File: src/shared/ocg_pkg.sv
`default_nettype none
package ocg_pkg;
   // ------------------------------------------------------------
   // bus geometry and register offsets
   // ------------------------------------------------------------
   localparam int              ADDR_W    = 4;
   localparam int              DATA_W    = 16;
   localparam logic [ADDR_W-1:0] OFF_FLAGS = 4'h0;
   localparam logic [ADDR_W-1:0] OFF_ENA   = 4'h2;
   localparam logic [ADDR_W-1:0] OFF_OUT   = 4'h4;
   // ------------------------------------------------------------
   // flag and enable layout
   // ------------------------------------------------------------
   localparam int              FLAG_W      = 6;
   localparam int              BIT_LS_STOP = 5;
   localparam int              BIT_TRIM    = 4;
   localparam int              BIT_RSV     = 3;
   localparam int              BIT_HS_STA  = 2;
   localparam int              BIT_LS_STA  = 1;
   localparam int              BIT_IN_STA  = 0;
   localparam logic [FLAG_W-1:0] IMPL_MASK = 6'h37;
   localparam logic [FLAG_W-1:0] RST_FLAGS = 6'h00;
   localparam logic [FLAG_W-1:0] RST_ENA   = 6'h00;
   // ------------------------------------------------------------
   // clock output control layout
   // ------------------------------------------------------------
   localparam int              EN_BIT  = 0;
   localparam int              SRC_LO  = 2;
   localparam int              SRC_W   = 2;
   localparam int              DIV_LO  = 4;
   localparam int              DIV_W   = 3;
   localparam logic [DIV_W-1:0] RST_DIV = 3'h0;
   localparam logic [DIV_W-1:0] DIV_LS_WIDE = 3'h3;
   typedef enum logic [SRC_W-1:0] {
      SRC_INT = 2'h0,
      SRC_LS  = 2'h1,
      SRC_HS  = 2'h2,
      SRC_SYS = 2'h3
   } ocg_src_t;
   // ------------------------------------------------------------
   // divider half-periods, zero means pass through
   // ------------------------------------------------------------
   localparam int               HALF_W      = 15;
   localparam logic [HALF_W-1:0] HALF_BYP    = 15'h0000;
   localparam logic [HALF_W-1:0] HALF_ONE    = 15'h0001;
   localparam logic [HALF_W-1:0] LS_HALF_256 = 15'h0080;
   localparam logic [HALF_W-1:0] LS_HALF_1K  = 15'h0200;
   localparam logic [HALF_W-1:0] LS_HALF_4K  = 15'h0800;
   localparam logic [HALF_W-1:0] LS_HALF_32K = 15'h4000;
endpackage
`default_nettype wire

File: src/hw/ocg_clock_gen.sv
// Notes on behaviour
// - low-speed stop sets flag 5; auto-trim done sets flag 4
// - writing one clears a flag; writing zero leaves it alone
// - stabilisation done sets flag 2 high, 1 low, 0 internal speed
// - internal stabilisation flag reads zero after reset release
// - enable bits 5 and 4 gate stop and trim interrupts
// - enable bits 2, 1, 0 gate the three stabilisation interrupts
// - source field picks internal, low, high speed or system clock
// - divider field divides internal and high speed by 1 to 128
// - system clock source stops output during sleep and halt
// - enable bit 0 gates the divided clock onto the pin
// - enable is not aligned to the clock, so glitches may appear
`timescale 1ns/1ps
`default_nettype none
module ocg_clock_gen
   import ocg_pkg::*;
(
   input  wire logic              mclk,
   input  wire logic              resetn,
   input  wire logic              clk_en,
   input  wire logic [ADDR_W-1:0] reg_addr,
   input  wire logic [DATA_W-1:0] reg_wdata,
   input  wire logic              reg_wr,
   input  wire logic              reg_rd,
   output logic      [DATA_W-1:0] reg_rdata,
   input  wire logic              ev_lowspeed_stop,
   input  wire logic              ev_autotrim_done,
   input  wire logic              ev_highspeed_stable,
   input  wire logic              ev_lowspeed_stable,
   input  wire logic              ev_internal_stable,
   input  wire logic              internal_osc_clock,
   input  wire logic              lowspeed_osc_clock,
   input  wire logic              highspeed_osc_clock,
   input  wire logic              system_clock,
   input  wire logic              system_clock_standby,
   output logic                   irq,
   output logic                   clock_output_pin
);
   // ------------------------------------------------------------
   // helpers
   // ------------------------------------------------------------

   // address match, used by every register and the read mux
   function automatic logic hit(input logic [ADDR_W-1:0] a,
                                input logic [ADDR_W-1:0] off);
      hit = (a == off);
   endfunction

   // half-period in source edges for a source and divider code
   function automatic logic [HALF_W-1:0] div_half(
      input ocg_src_t         s,
      input logic [DIV_W-1:0] d);
      logic [HALF_W-1:0] h;
      h = HALF_BYP;
      case (s)
         SRC_INT, SRC_HS:
         begin
            if (d != RST_DIV)
               h = HALF_ONE << (d - 3'h1);
         end
         SRC_LS:
         begin
            if (d == RST_DIV)
               h = HALF_BYP;
            else if (d <= DIV_LS_WIDE)
               h = HALF_ONE << (d - 3'h1);
            else if (d == 3'h4)
               h = LS_HALF_256;
            else if (d == 3'h5)
               h = LS_HALF_1K;
            else if (d == 3'h6)
               h = LS_HALF_4K;
            else
               h = LS_HALF_32K;
         end
         default: h = HALF_BYP; // system clock source falls back to 1/1
      endcase
      div_half = h;
   endfunction

   // ------------------------------------------------------------
   // register state
   // ------------------------------------------------------------
   logic [FLAG_W-1:0] flag_q;
   logic [FLAG_W-1:0] flag_d;
   logic [FLAG_W-1:0] flag_clr;
   logic [FLAG_W-1:0] ev_vec;
   logic [FLAG_W-1:0] ena_q;
   logic [FLAG_W-1:0] ena_d;
   logic [DIV_W-1:0]  div_q;
   ocg_src_t          src_q;
   logic              en_q;
   logic [DATA_W-1:0] rd_d;
   logic [DATA_W-1:0] rd_q;
   logic              irq_q;
   logic              wr_flags;
   logic              wr_ena;
   logic              wr_out;

   assign wr_flags = reg_wr && hit(reg_addr, OFF_FLAGS);
   assign wr_ena   = reg_wr && hit(reg_addr, OFF_ENA);
   assign wr_out   = reg_wr && hit(reg_addr, OFF_OUT);

   // ------------------------------------------------------------
   // event flags
   // ------------------------------------------------------------

   // events are one-cycle pulses from oscillator logic on mclk
   assign ev_vec[BIT_LS_STOP] = ev_lowspeed_stop;
   assign ev_vec[BIT_TRIM]    = ev_autotrim_done;
   assign ev_vec[BIT_RSV]     = 1'b0;
   assign ev_vec[BIT_HS_STA]  = ev_highspeed_stable;
   assign ev_vec[BIT_LS_STA]  = ev_lowspeed_stable;
   assign ev_vec[BIT_IN_STA]  = ev_internal_stable;

   // write-one-to-clear; a same-cycle event beats the clear
   always_comb
   begin
      flag_clr = '0;
      if (wr_flags)
         flag_clr = reg_wdata[FLAG_W-1:0] & IMPL_MASK;
      flag_d = (flag_q & ~flag_clr) | (ev_vec & IMPL_MASK);
   end

   // flags start clear, even the internal-stable one
   always_ff @(posedge mclk or negedge resetn)
   begin
      if (!resetn)
         flag_q <= RST_FLAGS;
      else if (clk_en)
         flag_q <= flag_d;
   end

   // ------------------------------------------------------------
   // interrupt enables and request
   // ------------------------------------------------------------

   // enable register, reserved bits never stored
   always_comb
   begin
      ena_d = ena_q;
      if (wr_ena)
         ena_d = reg_wdata[FLAG_W-1:0] & IMPL_MASK;
   end

   always_ff @(posedge mclk or negedge resetn)
   begin
      if (!resetn)
         ena_q <= RST_ENA;
      else if (clk_en)
         ena_q <= ena_d;
   end

   // request registered from next values so it tracks the flags
   always_ff @(posedge mclk or negedge resetn)
   begin
      if (!resetn)
         irq_q <= 1'b0;
      else if (clk_en)
         irq_q <= |(flag_d & ena_d);
   end

   assign irq = irq_q;

   // ------------------------------------------------------------
   // clock output control
   // ------------------------------------------------------------

   // source, ratio and pin enable fields
   always_ff @(posedge mclk or negedge resetn)
   begin
      if (!resetn)
      begin
         div_q <= RST_DIV;
         src_q <= SRC_INT;
         en_q  <= 1'b0;
      end
      else if (clk_en && wr_out)
      begin
         div_q <= reg_wdata[DIV_LO +: DIV_W];
         src_q <= ocg_src_t'(reg_wdata[SRC_LO +: SRC_W]);
         en_q  <= reg_wdata[EN_BIT];
      end
   end

   // ------------------------------------------------------------
   // register read
   // ------------------------------------------------------------

   // unmapped addresses and reserved bits read as zero
   always_comb
   begin
      rd_d = '0;
      if (hit(reg_addr, OFF_FLAGS))
         rd_d = DATA_W'(flag_q);
      else if (hit(reg_addr, OFF_ENA))
         rd_d = DATA_W'(ena_q);
      else if (hit(reg_addr, OFF_OUT))
      begin
         rd_d[EN_BIT]          = en_q;
         rd_d[SRC_LO +: SRC_W] = src_q;
         rd_d[DIV_LO +: DIV_W] = div_q;
      end
   end

   // data stand one cycle after the strobe and only then
   always_ff @(posedge mclk or negedge resetn)
   begin
      if (!resetn)
         rd_q <= '0;
      else if (clk_en)
         rd_q <= reg_rd ? rd_d : '0;
   end

   assign reg_rdata = rd_q;

   // ------------------------------------------------------------
   // source sampling and selection
   // ------------------------------------------------------------
   logic [3:0]        src_sync;
   logic [3:0]        src_prev_q;
   logic [3:0]        src_rise;
   logic              sel_lvl;
   logic              sel_tick;
   logic              sel_stop;
   logic [HALF_W-1:0] half;

   // oscillator clocks are sampled, so each must stay below mclk/2
   ocg_sync #(
      .W (4)
   ) u_sync (
      .mclk   (mclk),
      .resetn (resetn),
      .clk_en (clk_en),
      .din    ({system_clock, highspeed_osc_clock,
                lowspeed_osc_clock, internal_osc_clock}),
      .dout   (src_sync)
   );

   // rising-edge detect on the synchronised levels
   always_ff @(posedge mclk or negedge resetn)
   begin
      if (!resetn)
         src_prev_q <= '0;
      else if (clk_en)
         src_prev_q <= src_sync;
   end

   assign src_rise = src_sync & ~src_prev_q;

   // system clock is absent in sleep and halt, so output stalls
   assign sel_stop = (src_q == SRC_SYS) && system_clock_standby;
   assign sel_lvl  = src_sync[src_q];
   assign sel_tick = src_rise[src_q] && !sel_stop;
   assign half     = div_half(src_q, div_q);

   // ------------------------------------------------------------
   // divider and pin
   // ------------------------------------------------------------

   // enable goes straight in, unaligned to the source phase
   ocg_clk_div #(
      .HALF_W (HALF_W)
   ) u_div (
      .mclk    (mclk),
      .resetn  (resetn),
      .clk_en  (clk_en),
      .run     (en_q),
      .freeze  (sel_stop),
      .half    (half),
      .tick    (sel_tick),
      .lvl     (sel_lvl),
      .div_out (clock_output_pin)
   );
endmodule
`default_nettype wire

File: src/hw/ocg_sync.sv
`timescale 1ns/1ps
`default_nettype none
module ocg_sync #(
   parameter int W = 4
) (
   input  wire logic         mclk,
   input  wire logic         resetn,
   input  wire logic         clk_en,
   input  wire logic [W-1:0] din,
   output logic      [W-1:0] dout
);
   logic [W-1:0] s1_q;
   logic [W-1:0] s2_q;

   // two-stage synchroniser, first stage feeds only the second
   always_ff @(posedge mclk or negedge resetn)
   begin
      if (!resetn)
      begin
         s1_q <= '0;
         s2_q <= '0;
      end
      else if (clk_en)
      begin
         s1_q <= din;
         s2_q <= s1_q;
      end
   end

   assign dout = s2_q;
endmodule
`default_nettype wire

File: src/hw/ocg_clk_div.sv
`timescale 1ns/1ps
`default_nettype none
module ocg_clk_div #(
   parameter int HALF_W = 15
) (
   input  wire logic              mclk,
   input  wire logic              resetn,
   input  wire logic              clk_en,
   input  wire logic              run,
   input  wire logic              freeze,
   input  wire logic [HALF_W-1:0] half,
   input  wire logic              tick,
   input  wire logic              lvl,
   output logic                   div_out
);
   localparam logic [HALF_W-1:0] CNT_ONE = HALF_W'(1);
   localparam logic [HALF_W-1:0] CNT_ZERO = '0;

   logic [HALF_W-1:0] cnt_q;
   logic              q_q;

   // edge counter; cleared while off so a re-enable starts fresh
   always_ff @(posedge mclk or negedge resetn)
   begin
      if (!resetn)
      begin
         cnt_q <= CNT_ZERO;
         q_q   <= 1'b0;
      end
      else if (clk_en)
      begin
         if (!run)
         begin
            cnt_q <= CNT_ZERO;
            q_q   <= 1'b0;
         end
         else if (freeze)
         begin
            q_q <= q_q;
         end
         else if (half == CNT_ZERO)
         begin
            cnt_q <= CNT_ZERO;
            q_q   <= lvl;
         end
         else if (tick)
         begin
            // >= so a smaller ratio written mid-count cannot overrun
            if (cnt_q >= half - CNT_ONE)
            begin
               cnt_q <= CNT_ZERO;
               q_q   <= ~q_q;
            end
            else
               cnt_q <= cnt_q + CNT_ONE;
         end
      end
   end

   assign div_out = q_q;
endmodule
`default_nettype wire

File: config.mk
export PLATFORM = sky130hd
export DESIGN_NAME = ocg_clock_gen
export DESIGN_NICKNAME = d
export VERILOG_FILES = /design/src/shared/ocg_pkg.sv /design/src/hw/ocg_clock_gen.sv /design/src/hw/ocg_sync.sv /design/src/hw/ocg_clk_div.sv
export SDC_FILE = /design/constraint.sdc
export NUM_CORES = 1
export LEC_CHECK = 0
export BUFFER_PORTS_ARGS = -buffer_cell sky130_fd_sc_hd__buf_2
export CAP_MARGIN = 20
export CORE_UTILIZATION = 51
export DETAILED_ROUTE_END_ITERATION = 10
export PLACE_DENSITY = 0.79
export RECOVER_POWER = 50
export SKIP_CTS_REPAIR_TIMING = 1
export SLEW_MARGIN = 20
export SYNTH_ARGS = -nofsm -noshare
export SYNTH_HDL_FRONTEND = slang
export SYNTH_SLANG_ARGS = --single-unit
File: constraint.sdc
create_clock -name mclk -period 3 [get_ports mclk]
set_input_delay 0.15 -clock mclk [delete_from_list [all_inputs] [get_ports mclk]]
set_output_delay 0.15 -clock mclk [all_outputs]
set_load 0.05 [all_outputs]
### After elaboration in Yosys (flattened, before gate mapping)

Cells that the tools add are included.

* $add $sub $neg: 3
* magnitude comparators: 3
* eq/ne operators: 11
* shift operators: 1
* mux-type cells: 30
* bitwise gates (word level): 7
* reduce and logical (&&, ||, !) cells: 16

Operators with widths (count)
* $mux 15: 11
* $pmux 15 s2: 1
* $mux 16: 1
* $add 15x1->15 const B: 1
* $ge 15x15->1: 1
* $logic_not 15->1: 1
* $shl 1x3->15 const A: 1
* $sub 15x1->15 const B: 1
* $and 6x6->6: 2
* $mux 6: 2
* $mux 1: 10
* $mux 5: 2
* $eq 3x3->1 const B: 3
* $mux 7: 1
* $logic_and 1x1->1: 6
* $ne 3x1->1 const B: 2
* $not 6->6: 1
* $or 6x6->6: 1
* $reduce_or 6->1: 1
* $and 4x4->4: 1
* $bmux 1 s2: 2
* $eq 2x2->1 const B: 2
* $eq 4x2->1 const B: 1
* $eq 4x3->1 const B: 1
* 15 further kinds: 15

* register bits: 63
* input port bits: 35
* output and inout bits: 18
* word-level logic and storage cells: 83

### Logic depth before layout (Yosys ltp)

Gate-level depths: netlist of run 1.

* depth in word-level cells: 14
* gate-level depth with buffers: 17
* depth with buffers taken out: 14

### Cells and area by module

From an unflattened synthesis of run 1, not the netlist that was laid out.

* cell total of the unflattened synthesis: 361
* area, all modules: 3495.9 sq um

Modules (own cells, without submodules)
* ocg_clock_gen: instances 1, cells each 171, area an instance 1662.8 sq um
* ocg_clk_div: instances 1, cells each 173, area an instance 1501.4 sq um
* ocg_sync: instances 1, cells each 17, area an instance 331.6 sq um

### Least setup slack after synthesis of run 1

No wires, ideal clock.

* path type: register to register
* from: reg src_q[0]
* to: reg u_div.cnt_q[10]
* arrival: 3.150 ns
* required time: 2.879 ns
* slack: -0.271 ns
* stages on the path, launching flop included: 16
* buffers on the path: 3
* clock period less this slack: 3.271 ns
* cells stage by stage: dfrtp_1 and2_1 buf_4 nor2_1 nand3_1 ha_1 clkbuf_1 nand2b_1 o41a_1 ha_1 and3_1 nand4_1 o211ai_1 nor2b_1 buf_2 nor2_1

* longest elaborated chain between the ends: 10
* elaborated cells on any way between the ends: 22
* those cells by class: add/sub: 1; order compare: 1; eq/ne: 5; mux: 8; reduce/logical: 7

RTL lines
* from (decl): line ocg_clock_gen.sv:91 `ocg_src_t src_q;`
* from (signal assigned): line ocg_clock_gen.sv:181 `src_q <= ocg_src_t'(reg_wdata[SRC_LO +: SRC_W]);`
* $eq 2x2->1 or $logic_not 2->1 (tied branches): line ocg_clock_gen.sv:55 `case (s)`
* $reduce_or 2->1: line ocg_clock_gen.sv:55
* $pmux 15 s2: line ocg_clock_gen.sv:55
* $sub 15x1->15: line ocg_clk_div.sv:49 `if (cnt_q >= half - CNT_ONE)`
* $ge 15x15->1: line ocg_clk_div.sv:49
* $mux 15: line ocg_clk_div.sv:49
* $mux 15: line ocg_clk_div.sv:46 `else if (tick)`
* $mux 15: line ocg_clk_div.sv:41 `else if (half == CNT_ZERO)`
* $mux 15: line ocg_clk_div.sv:37 `else if (freeze)`
* $mux 15: line ocg_clk_div.sv:32 `if (!run)`
* to (signal assigned): line ocg_clk_div.sv:55 `cnt_q <= cnt_q + CNT_ONE;`
* to (decl): line ocg_clk_div.sv:19 `logic [HALF_W-1:0] cnt_q;`

Parallel ways exist; a longest one is shown, timed or not. The select of a mux whose other input is x is not followed.
A chain may end at the register's enable or synchronous reset.

### Worst setup path after layout of run 1

* from: reg src_q[1]
* to: reg u_div.cnt_q[2]

The elaborated chain is that of the path after synthesis.

==> results.yml, run 1 <==
run_status:
  status: "finished with violations"
  violations: "max-capacitance violations, max-slew violations"
grt:
  grt_pass1_vias: 2379
  grt_start_max_net_pins: 37
  grt_pass1_wl_um: 11100
  grt_overflow: 0
  antenna_found_initial: 0
  gr-usage-all-layers_pct: 21.9
layout:
  nets: 421
  num_antenna_cells: 0
  drive_gt1_share_pct: 22.7
  post-route-util_pct: 60.0
  syn_to_final_growth_pct: 11.4
floorplanning:
  die_w_um: 82.0
  rows: 28
  dieArea_mm2: 0.00672
  fp.coreArea_mm2: 0.00606
  start_util_pct: 53.8
  die_y_um: 82.0
  ios: 53
logic_synthesis:
  ys_async_sr_fraction_pct: 100
  synth_xor_xnor_area_share_pct: 2.95
  yosysWarnings: 0
  yosysUniqueCellTypes: 54
  synth_edf_count: 0
  synthesis.area_mm2: 0.00326
  synth-compound-area-share_pct: 14.4
  synth_ff_type: "dfrtp_1"
  synth-seq-cells: 52
  ys_seq_area_share_pct: 39.9
  synth.avg_cell_area_um2: 9.80
  synthMuxAreaShare_pct: 10.9
  synth_top_family_by_area: "simple AND/OR/NAND/NOR gates"
  yosys.area_share.simple_pct: 18.5
  synth-adder-area-share_pct: 6.52
  synthCells: 333
placement:
  hpwl_um: 5060
  port_buffers: 34
  place_congestion: 0.865
worst_setup_path:
  timing.critical_path.from_type: "flop"
  endpoint_kind: "flop"
  crit_type: "reg -> reg"
  crit_required_ps: 3200
  cp_max_fo: 8
  cp.arrival_ps: 3050
run:
  cap_violations: 1
route:
  first_pass_iters: 5
  route.detailed.drc: 0
  drt-vias-per-instance: 5.79
  wl_per_cell_um: 15.3
  drtIter0Drc: 169
  routed_wl_um: 6790
  drtAntennaViolNets: 0
  vias: 2577
timing:
  fin_worst_skew_ps: 12.1
  tns_ps: 0
  finalSetupViolations: 0
  relSlewSlack_pct: -5.06
  min_period_ps: 2850
  fin_crit_sh_pct: 95.0
  finalHoldViolCount: 0
  worst_slew_pin_slew_ps: 1580
  slew_violations: 37
  fmax_mhz: 351
clock_tree:
  clock_latency_ps: 310
  clock-sinks: 52
  cts_buffer_depth: 2
  clk_pin_slew_ps: 100
  root_buffer: "clkbuf_8"
  cts-buffers-inserted: 5
  h-tree-depth: 2
  cts_tree: "done"
power_and_ir_drop:
  p_leak_nw: 1.66
  total_power_mw: 1.90
  power_density_mw_per_mm2: 523
  peakVddDrop_mv: 0.341
min_path:
  hp-class: "in -> reg"
## metal layers
metal | up-vias | track usage, % | share of wire (%)
met5 | - | 0 | 0
met2 | 75 | 34.4 | 49
met1 | 1244 | 29.9 | 45
met3 | 10 | 4.11 | 5.1
met4 | 0 | 8.25 | 1.6
li1 | 1248 | - | -
## worst max-delay path, stage by stage, from the launching register on
cell and delay (ps):
dfrtp_1 390, and2_1 190, nor2_4 120, nand3_1 130, ha_4 220, nand2b_4 150
o41a_1 310, ha_1 300, and3_4 190, nand4_1 90, o211ai_1 210, buf_4 200
o21bai_1 70, a21o_1 180
## where the power goes
part	switching (mW)	internal, mW
clock network	0.244	0.168
registers	0.0591	0.770
logic	0.389	0.271
total	0.691	1.21
## kinds of logic (layout without fill, tap and decap cells)
group,count (synthesis),count (layout)
AND/OR/NAND/NOR,112,112
AO/OA/AOI/OAI,68,68
flip-flops,52,52
buffers and inverters,41,70
multiplexers,31,31
adder cells (fa/ha/maj),17,17
XOR/XNOR,11,11
other,1,9
## through the flow
step           hold WS [ps]  instance area [µm²]  instances  worst slack [ps]
2_1_floorplan          -146                 3340        341             -76.7
3_3_place_gp            154                 3490        433               143
3_5_place_dp            161                 3490        433              51.6
4_1_cts                -186                 3580        441            -0.148
5_1_grt                64.1                 3630        445             -8.74
6_report               69.9                 3630        445               150
## cell usage in the layout (no fill, tap or decap), types with 3 or more instances in the layout
cell type	Yosys	final
a22o_1	7	7
o21ai_0	11	10
a31oi_1	3	3
nand2b_1	5	4
buf_4	10	10
nor3_1	11	11
conb_1	1	9
dfrtp_1	52	52
mux2_2	24	24
nand2_1	26	26
ha_1	17	16
nor2_1	26	25
o211ai_1	5	5
clkbuf_8	0	5
nand4_1	5	5
a21o_1	10	10
clkbuf_1	8	12
mux2i_1	4	4
a21oi_1	16	15
nand3_1	16	15
buf_2	3	23
inv_1	15	15
xnor2_1	10	10
a221oi_1	4	4
## synth_stat cells (2+ instances only)
library cell  number  share of area (%)
or3_1              2               0.38
a31oi_1            3               0.58
nor4_4             2                1.3
a221oi_1           4                1.1
ha_1              17                6.5
nor4_1             2               0.38
mux2_1             2               0.69
o211ai_1           5                1.2
xnor2_1           10                2.7
o31ai_1            2               0.46
buf_4             10                2.3
a21oi_1           16                2.5
and3_1             3               0.58
clkbuf_1           8               0.92
nand4_1            5               0.96
nor2b_1            3               0.58
buf_1              2               0.23
inv_1             15                1.7
nand2b_1           5               0.96
nor2_1            26                3.0
nand2_1           26                3.0
a21o_1            10                2.3
nor3_1            11                1.7
a22o_1             7                1.9
and2_1             2               0.38
buf_6              3                1.0
mux2i_1            4                1.2
buf_2              3               0.46
nand3_1           16                2.5
o21ai_0           11                1.7
dfrtp_1           52                 40
mux2_2            24                8.3
## area by class of cell
type,instances,area (µm²)
Fill cell,534,2430
Multi-Input combinational cell,248,1830
Sequential cell,52,1300
Timing Repair Buffer,47,256
Tap cell,75,93.8
Clock buffer,5,68.8
Inverter,15,56.3
Clock inverter,3,22.5
## final timing paths
kind                                                    to  slack (ps)                        from  cells past startpoint
worst max-delay path            u_div.cnt_q[2]$_DFFE_PN0P_         150        src_q[1]$_DFFE_PN0P_                     13
worst min-delay path            u_sync.s1_q[2]$_DFFE_PN0P_          70         highspeed_osc_clock                      2
worst max register to register  u_div.cnt_q[2]$_DFFE_PN0P_         150        src_q[1]$_DFFE_PN0P_                     13
worst min register to register  u_sync.s1_q[3]$_DFFE_PN0P_         510  u_sync.s1_q[3]$_DFFE_PN0P_                      1
max in group asynchronous             div_q[2]$_DFFE_PN0P_        1370                      resetn                      3
min in group asynchronous        src_prev_q[3]$_DFFE_PN0P_         610                      resetn                      2
## registers in the layout (all words and copies together) (netlist names)
signal / count
en_q: 1
u_div.cnt_q: 15
u_sync.dout: 4
src_prev_q: 4
u_sync.s1_q: 4
src_q: 2
u_div.div_out: 1
reg_rdata: 7
flag_q: 5
irq: 1
div_q: 3
ena_q: 5
No activity file was read; power rests on OpenSTA's default activity.
==> inputs of run 2 (changes only) <==
--- a/config.mk
+++ b/config.mk
@@ -7,6 +7,7 @@
 export LEC_CHECK = 0
 export BUFFER_PORTS_ARGS = -buffer_cell sky130_fd_sc_hd__buf_2
 export CAP_MARGIN = 20
+export CORE_MARGIN = 8
 export CORE_UTILIZATION = 51
 export DETAILED_ROUTE_END_ITERATION = 10
 export PLACE_DENSITY = 0.79
==> run 2 against run 1 <==
The flow still finishes with violations (max-capacitance violations, max-slew violations); combinational power barely moved; sequential power barely moved; total power rose by 0.53%; non-clock buffer count fell by 2; register-to-register slack improved by 40 ps; critical path depth rose by 1; sequential share of layout area barely moved; die area rose by 37%.
==> results.yml, run 2 (same netlist as run 1, synthesis figures left out) <==
route:
  wl_per_cell_um: 15.9
  drtIter0Drc: 151
  drt-vias-per-instance: 5.80
  routed_wl_um: 7070
  first_pass_iters: 4
  route.detailed.drc: 0
  drtAntennaViolNets: 0
  vias: 2580
layout:
  top_register: "u_div.cnt_q"
  nets: 419
  largest_reg_flops: 15
  post-route-util_pct: 57.9
  final_cell_mix: "51 x dfrtp_1, 33 x buf_2, 26 x nand2_1"
  final_common_cell: "dfrtp_1"
  fillers: 555
  final-instance-count-excl-fill: 445
  num_antenna_cells: 0
  syn_to_final_growth_pct: 11.4
  drive_gt1_share_pct: 25.3
worst_setup_path:
  cp_slowest_cell: "dfrtp_1"
  cp.arrival_ps: 3060
  endpoint_kind: "flop"
  crit_required_ps: 3250
  cp_slowest_stage_delay_ps: 390
  timing.critical_path.from_type: "flop"
  crit_type: "reg -> reg"
  worstPathCellList: "and2_4 > nor2_4 > nand3_2 > ha_4 > buf_4 > o21ai_0 > ha_1 > and3_4 > a221o_1 > o211ai_1 > o211ai_1 > buf_4 > nor4_2 > a21o_1"
  cp_max_fo: 7
timing:
  fin_crit_sh_pct: 93.6
  relSlewSlack_pct: -37.7
  worst_slew_pin_slew_ps: 2070
  min_period_ps: 2810
  fin_worst_skew_ps: 11.9
  fmax_mhz: 356
  finalSetupViolations: 0
  finalHoldViolCount: 0
  slew_violations: 40
placement:
  place_congestion: 0.838
  placed_cells: 436
  hpwl_um: 5380
  port_buffers: 34
floorplanning:
  die_w_um: 96.0
  die_y_um: 96.0
  fp.coreArea_mm2: 0.00628
  ios: 53
  dieArea_mm2: 0.00921
  start_util_pct: 52.0
  rows: 29
run:
  cap_violations: 1
clock_tree:
  root_buffer: "clkbuf_8"
  h-tree-depth: 2
  cts_buffer_depth: 2
  cts_tree: "done"
  clk_pin_slew_ps: 90
  clock-sinks: 52
  cts-buffers-inserted: 5
  clock_latency_ps: 310
grt:
  grt_pass1_wl_um: 11600
  antenna_found_initial: 0
  grtUsageMet2_pct: 23.8
  gr-usage-all-layers_pct: 15.9
  top_usage_layer: "met2"
  grt_pass1_vias: 2407
  grt_util_met3_pct: 3.04
  globalRouteMet1Util_pct: 22.4
  grt_overflow: 0
  grt_start_max_net_pins: 40
min_path:
  hp-class: "in -> reg"
run_status:
  status: "finished with violations"
  violations: "max-capacitance violations, max-slew violations"
power_and_ir_drop:
  clock_power_share_pct: 21.9
  p_switching_mw: 0.678
  swShare_pct: 35.5
  internal-power_mw: 1.23
  p_comb_share_pct: 34.6
  p_leak_nw: 1.68
  seqPwrFrac_pct: 43.6
  peakVddDrop_mv: 0.305
  power_density_mw_per_mm2: 525
run 2: cell count changes in the layout (fill, tap and decap cells not counted), sizes merged:
cell | before | now
clkinv | 2 | 0
buf | 34 | 41
inv | 16 | 15
clkinvlp | 0 | 1
clkbuf | 17 | 11
dlygate4sd3 | 1 | 0
run 2: path summary, 6_finish.rpt:
| kind | depth (start not counted) | slack [ps] | to | from |
|---|---|---|---|---|
| max | 14 | 190 | u_div.cnt_q[2]$_DFFE_PN0P_ | src_q[1]$_DFFE_PN0P_ |
| min | 2 | 70 | u_sync.s1_q[0]$_DFFE_PN0P_ | internal_osc_clock |
| max reg2reg | 14 | 190 | u_div.cnt_q[2]$_DFFE_PN0P_ | src_q[1]$_DFFE_PN0P_ |
| min reg2reg | 1 | 510 | u_sync.s1_q[2]$_DFFE_PN0P_ | u_sync.s1_q[2]$_DFFE_PN0P_ |
| max in group asynchronous | 2 | 1040 | div_q[0]$_DFFE_PN0P_ | resetn |
| min in group asynchronous | 1 | 420 | div_q[2]$_DFFE_PN0P_ | resetn |
run 2: worst max-delay path: cells and delay by family, from the launching register on:
family	cells	cell delay, ps
adders and majority gates	2	470
buffers and inverters	2	340
DFF	1	390
and+or+nand+nor	5	810
AOI/OAI and AO/OA	5	740
run 2: layout make-up:
| class | count | area (µm²) | share of cell area [%] |
|---|---|---|---|
| well taps | 77 | 96.3 | 2.65 |
| clock buffers | 7 | 86.3 | 2.38 |
| flip-flops and latches | 52 | 1300 | 35.8 |
| inverters | 15 | 56.3 | 1.55 |
| clock inverters | 1 | 7.51 | 0.207 |
| multi-input cells | 248 | 1840 | 50.7 |
| repair buffers | 45 | 244 | 6.71 |
run 2: metrics by stage:
step / worst slack [ps] / TNS, ps / cell area [µm²] / power (mW) / hold slack, ps
4_1_cts: 92.8 / 0 / 3590 / 1.89 / -16.0
6_report: 191 / 0 / 3630 / 1.91 / 70.2
5_1_grt: -0.926 / -0.926 / 3630 / 2.02 / 56.9
2_1_floorplan: -76.7 / -767 / 3340 / 1.32 / -146
3_3_place_gp: 164 / 0 / 3500 / 1.44 / 310
3_5_place_dp: 138 / 0 / 3500 / 1.46 / 323
run 2: power by group through the flow:
stage / clock (mW) / sequential (mW) / combinational [mW]
6_report: 0.418 / 0.832 / 0.660
5_1_grt: 0.453 / 0.842 / 0.728
4_1_cts: 0.432 / 0.830 / 0.625
3_5_place_dp: 0 / 0.843 / 0.620
3_3_place_gp: 0 / 0.839 / 0.599
2_1_floorplan: 0 / 0.865 / 0.450
run 2: layer usage:
layer	wire length (µm)	share of wire, %
met3	372	5.3
met5	0	0
met4	112	1.6
met1	3200	45
met2	3380	48
==> inputs of run 3 (changes only) <==
--- a/config.mk
+++ b/config.mk
@@ -11,7 +11,7 @@
 export CORE_UTILIZATION = 51
 export DETAILED_ROUTE_END_ITERATION = 10
 export PLACE_DENSITY = 0.79
-export RECOVER_POWER = 50
+export RECOVER_POWER = 100
 export SKIP_CTS_REPAIR_TIMING = 1
 export SLEW_MARGIN = 20
 export SYNTH_ARGS = -nofsm -noshare
==> run 3 against run 2 <==
The flow still finishes with violations (max-capacitance violations, max-slew violations); wire length grew 0.45%; highest routed layer unchanged; critical endpoint unchanged; critical path depth is the same; largest cell class unchanged; sequential power is essentially flat; flip-flop and latch count is the same; clock-buffer cell count is the same; design area shrank 0.79%; clock skew shrank 1.0 ps.
==> results.yml, run 3 (same netlist as run 1, synthesis figures left out) <==
timing:
  fmax_mhz: 356
  relSlewSlack_pct: -38.6
  finalSetupViolations: 0
  min_period_ps: 2810
  slew_violations: 40
  fin_worst_skew_ps: 10.8
  worst_slew_pin_slew_ps: 2080
  finalHoldViolCount: 0
  fin_crit_sh_pct: 93.6
layout:
  drive_gt1_share_pct: 22.0
  regArea_mm2: 0.00130
  nets: 419
  top_register: "u_div.cnt_q"
  largest_reg_flops: 15
  multi_input_area_mm2: 0.00183
  final_common_cell: "dfrtp_1"
  final-instance-count-excl-fill: 445
  fillers: 560
  syn_to_final_growth_pct: 10.5
  num_antenna_cells: 0
  final_cell_mix: "51 x dfrtp_1, 26 x nand2_1, 25 x nor2_1"
grt:
  grt_pass1_vias: 2407
  gr-usage-all-layers_pct: 15.9
  grt_overflow: 0
  grt_start_max_net_pins: 40
  grt_pass1_wl_um: 11600
  antenna_found_initial: 0
worst_setup_path:
  cp_slowest_cell: "dfrtp_1"
  timing.critical_path.from_type: "flop"
  critPathTopFamily: "simple AND/OR/NAND/NOR gates"
  crit_start: "src_q[1]$_DFFE_PN0P_"
  cp.arrival_ps: 3060
  crit_type: "reg -> reg"
  cp_slowest_stage_delay_ps: 390
  cp_max_fo: 7
  worstPathCellList: "and2_4 > nor2_4 > nand3_2 > ha_4 > buf_4 > o21ai_0 > ha_1 > and3_4 > a221o_1 > o211ai_1 > o211ai_1 > buf_4 > nor4_2 > a21o_1"
  r2r_start: "src_q[1]$_DFFE_PN0P_"
  endpoint_kind: "flop"
  path_buf_inv: 2
  crit_required_ps: 3250
power_and_ir_drop:
  power_density_mw_per_mm2: 529
  internal-power_mw: 1.23
  p_comb_share_pct: 34.4
  swShare_pct: 35.6
  total_power_mw: 1.91
  clock_power_share_pct: 21.9
  seqPwrFrac_pct: 43.7
  peakVddDrop_mv: 0.300
  p_leak_nw: 1.63
  p_switching_mw: 0.679
placement:
  hpwl_um: 5380
  placed_cells: 436
  port_buffers: 34
  place_congestion: 0.838
route:
  routed_wl_um: 7100
  route.detailed.drc: 0
  vias: 2570
  first_pass_iters: 4
  wl_per_cell_um: 16.0
  drt-vias-per-instance: 5.78
  drtIter0Drc: 150
  drtAntennaViolNets: 0
run_status:
  status: "finished with violations"
  violations: "max-capacitance violations, max-slew violations"
min_path:
  hp-class: "in -> reg"
  min_from: "internal_osc_clock"
floorplanning:
  fp.coreArea_mm2: 0.00628
  dieArea_mm2: 0.00921
  rows: 29
  die_y_um: 96.0
  start_util_pct: 52.0
  die_w_um: 96.0
  ios: 53
clock_tree:
  cts_buffer_depth: 2
  clock-sinks: 52
  h-tree-depth: 2
  root_buffer: "clkbuf_8"
  clk_pin_slew_ps: 90
  cts-buffers-inserted: 5
  clock_latency_ps: 310
  cts_tree: "done"
run:
  cap_violations: 1
[run 3: area by class of cell]
| type | count | share of cell area, % |
|---|---|---|
| Multi-Input combinational cell | 248 | 50.7 |
| Sequential cell | 52 | 36.1 |
| Timing Repair Buffer | 45 | 6.38 |
| Tap cell | 77 | 2.67 |
| Clock buffer | 7 | 2.39 |
| Inverter | 15 | 1.56 |
| Clock inverter | 1 | 0.208 |
[run 3: per-stage QoR]
step           cell area, µm²  setup TNS, ps  worst slack, ps  utilization, %  hold slack [ps]
2_1_floorplan            3340           -767            -76.7               -             -146
3_3_place_gp             3500              0              164            55.7              310
3_5_place_dp             3500              0              138            55.7              323
4_1_cts                  3590              0             92.8            57.2            -16.0
5_1_grt                  3610         -0.926           -0.926            57.4             56.9
6_report                 3610              0              192            57.4             70.4
[run 3: power groups by stage]
stage | Clock (mW) | Sequential (mW) | Combinational, mW
after floorplan | 0 | 0.865 | 0.450
after global placement | 0 | 0.839 | 0.599
after detailed placement | 0 | 0.843 | 0.620
after CTS | 0.432 | 0.830 | 0.625
after global routing | 0.453 | 0.843 | 0.723
final | 0.418 | 0.832 | 0.656
[run 3: worst paths after layout]
kind	end	slack [ps]	cells after the start
max in group asynchronous	div_q[0]$_DFFE_PN0P_	1030	2
min in group asynchronous	div_q[2]$_DFFE_PN0P_	430	1
worst max register to register	u_div.cnt_q[2]$_DFFE_PN0P_	190	14
worst max-delay path	u_div.cnt_q[2]$_DFFE_PN0P_	190	14
worst min-delay path	u_sync.s1_q[0]$_DFFE_PN0P_	70	2
worst min register to register	u_sync.s1_q[2]$_DFFE_PN0P_	510	1
[run 3: metal layers]
| layer | share of wire [%] | track usage [%] |
|---|---|---|
| met5 | 0 | 0 |
| met4 | 1.6 | 5.63 |
| met3 | 4.7 | 3.04 |
| met1 | 46 | 22.4 |
| met2 | 48 | 23.8 |
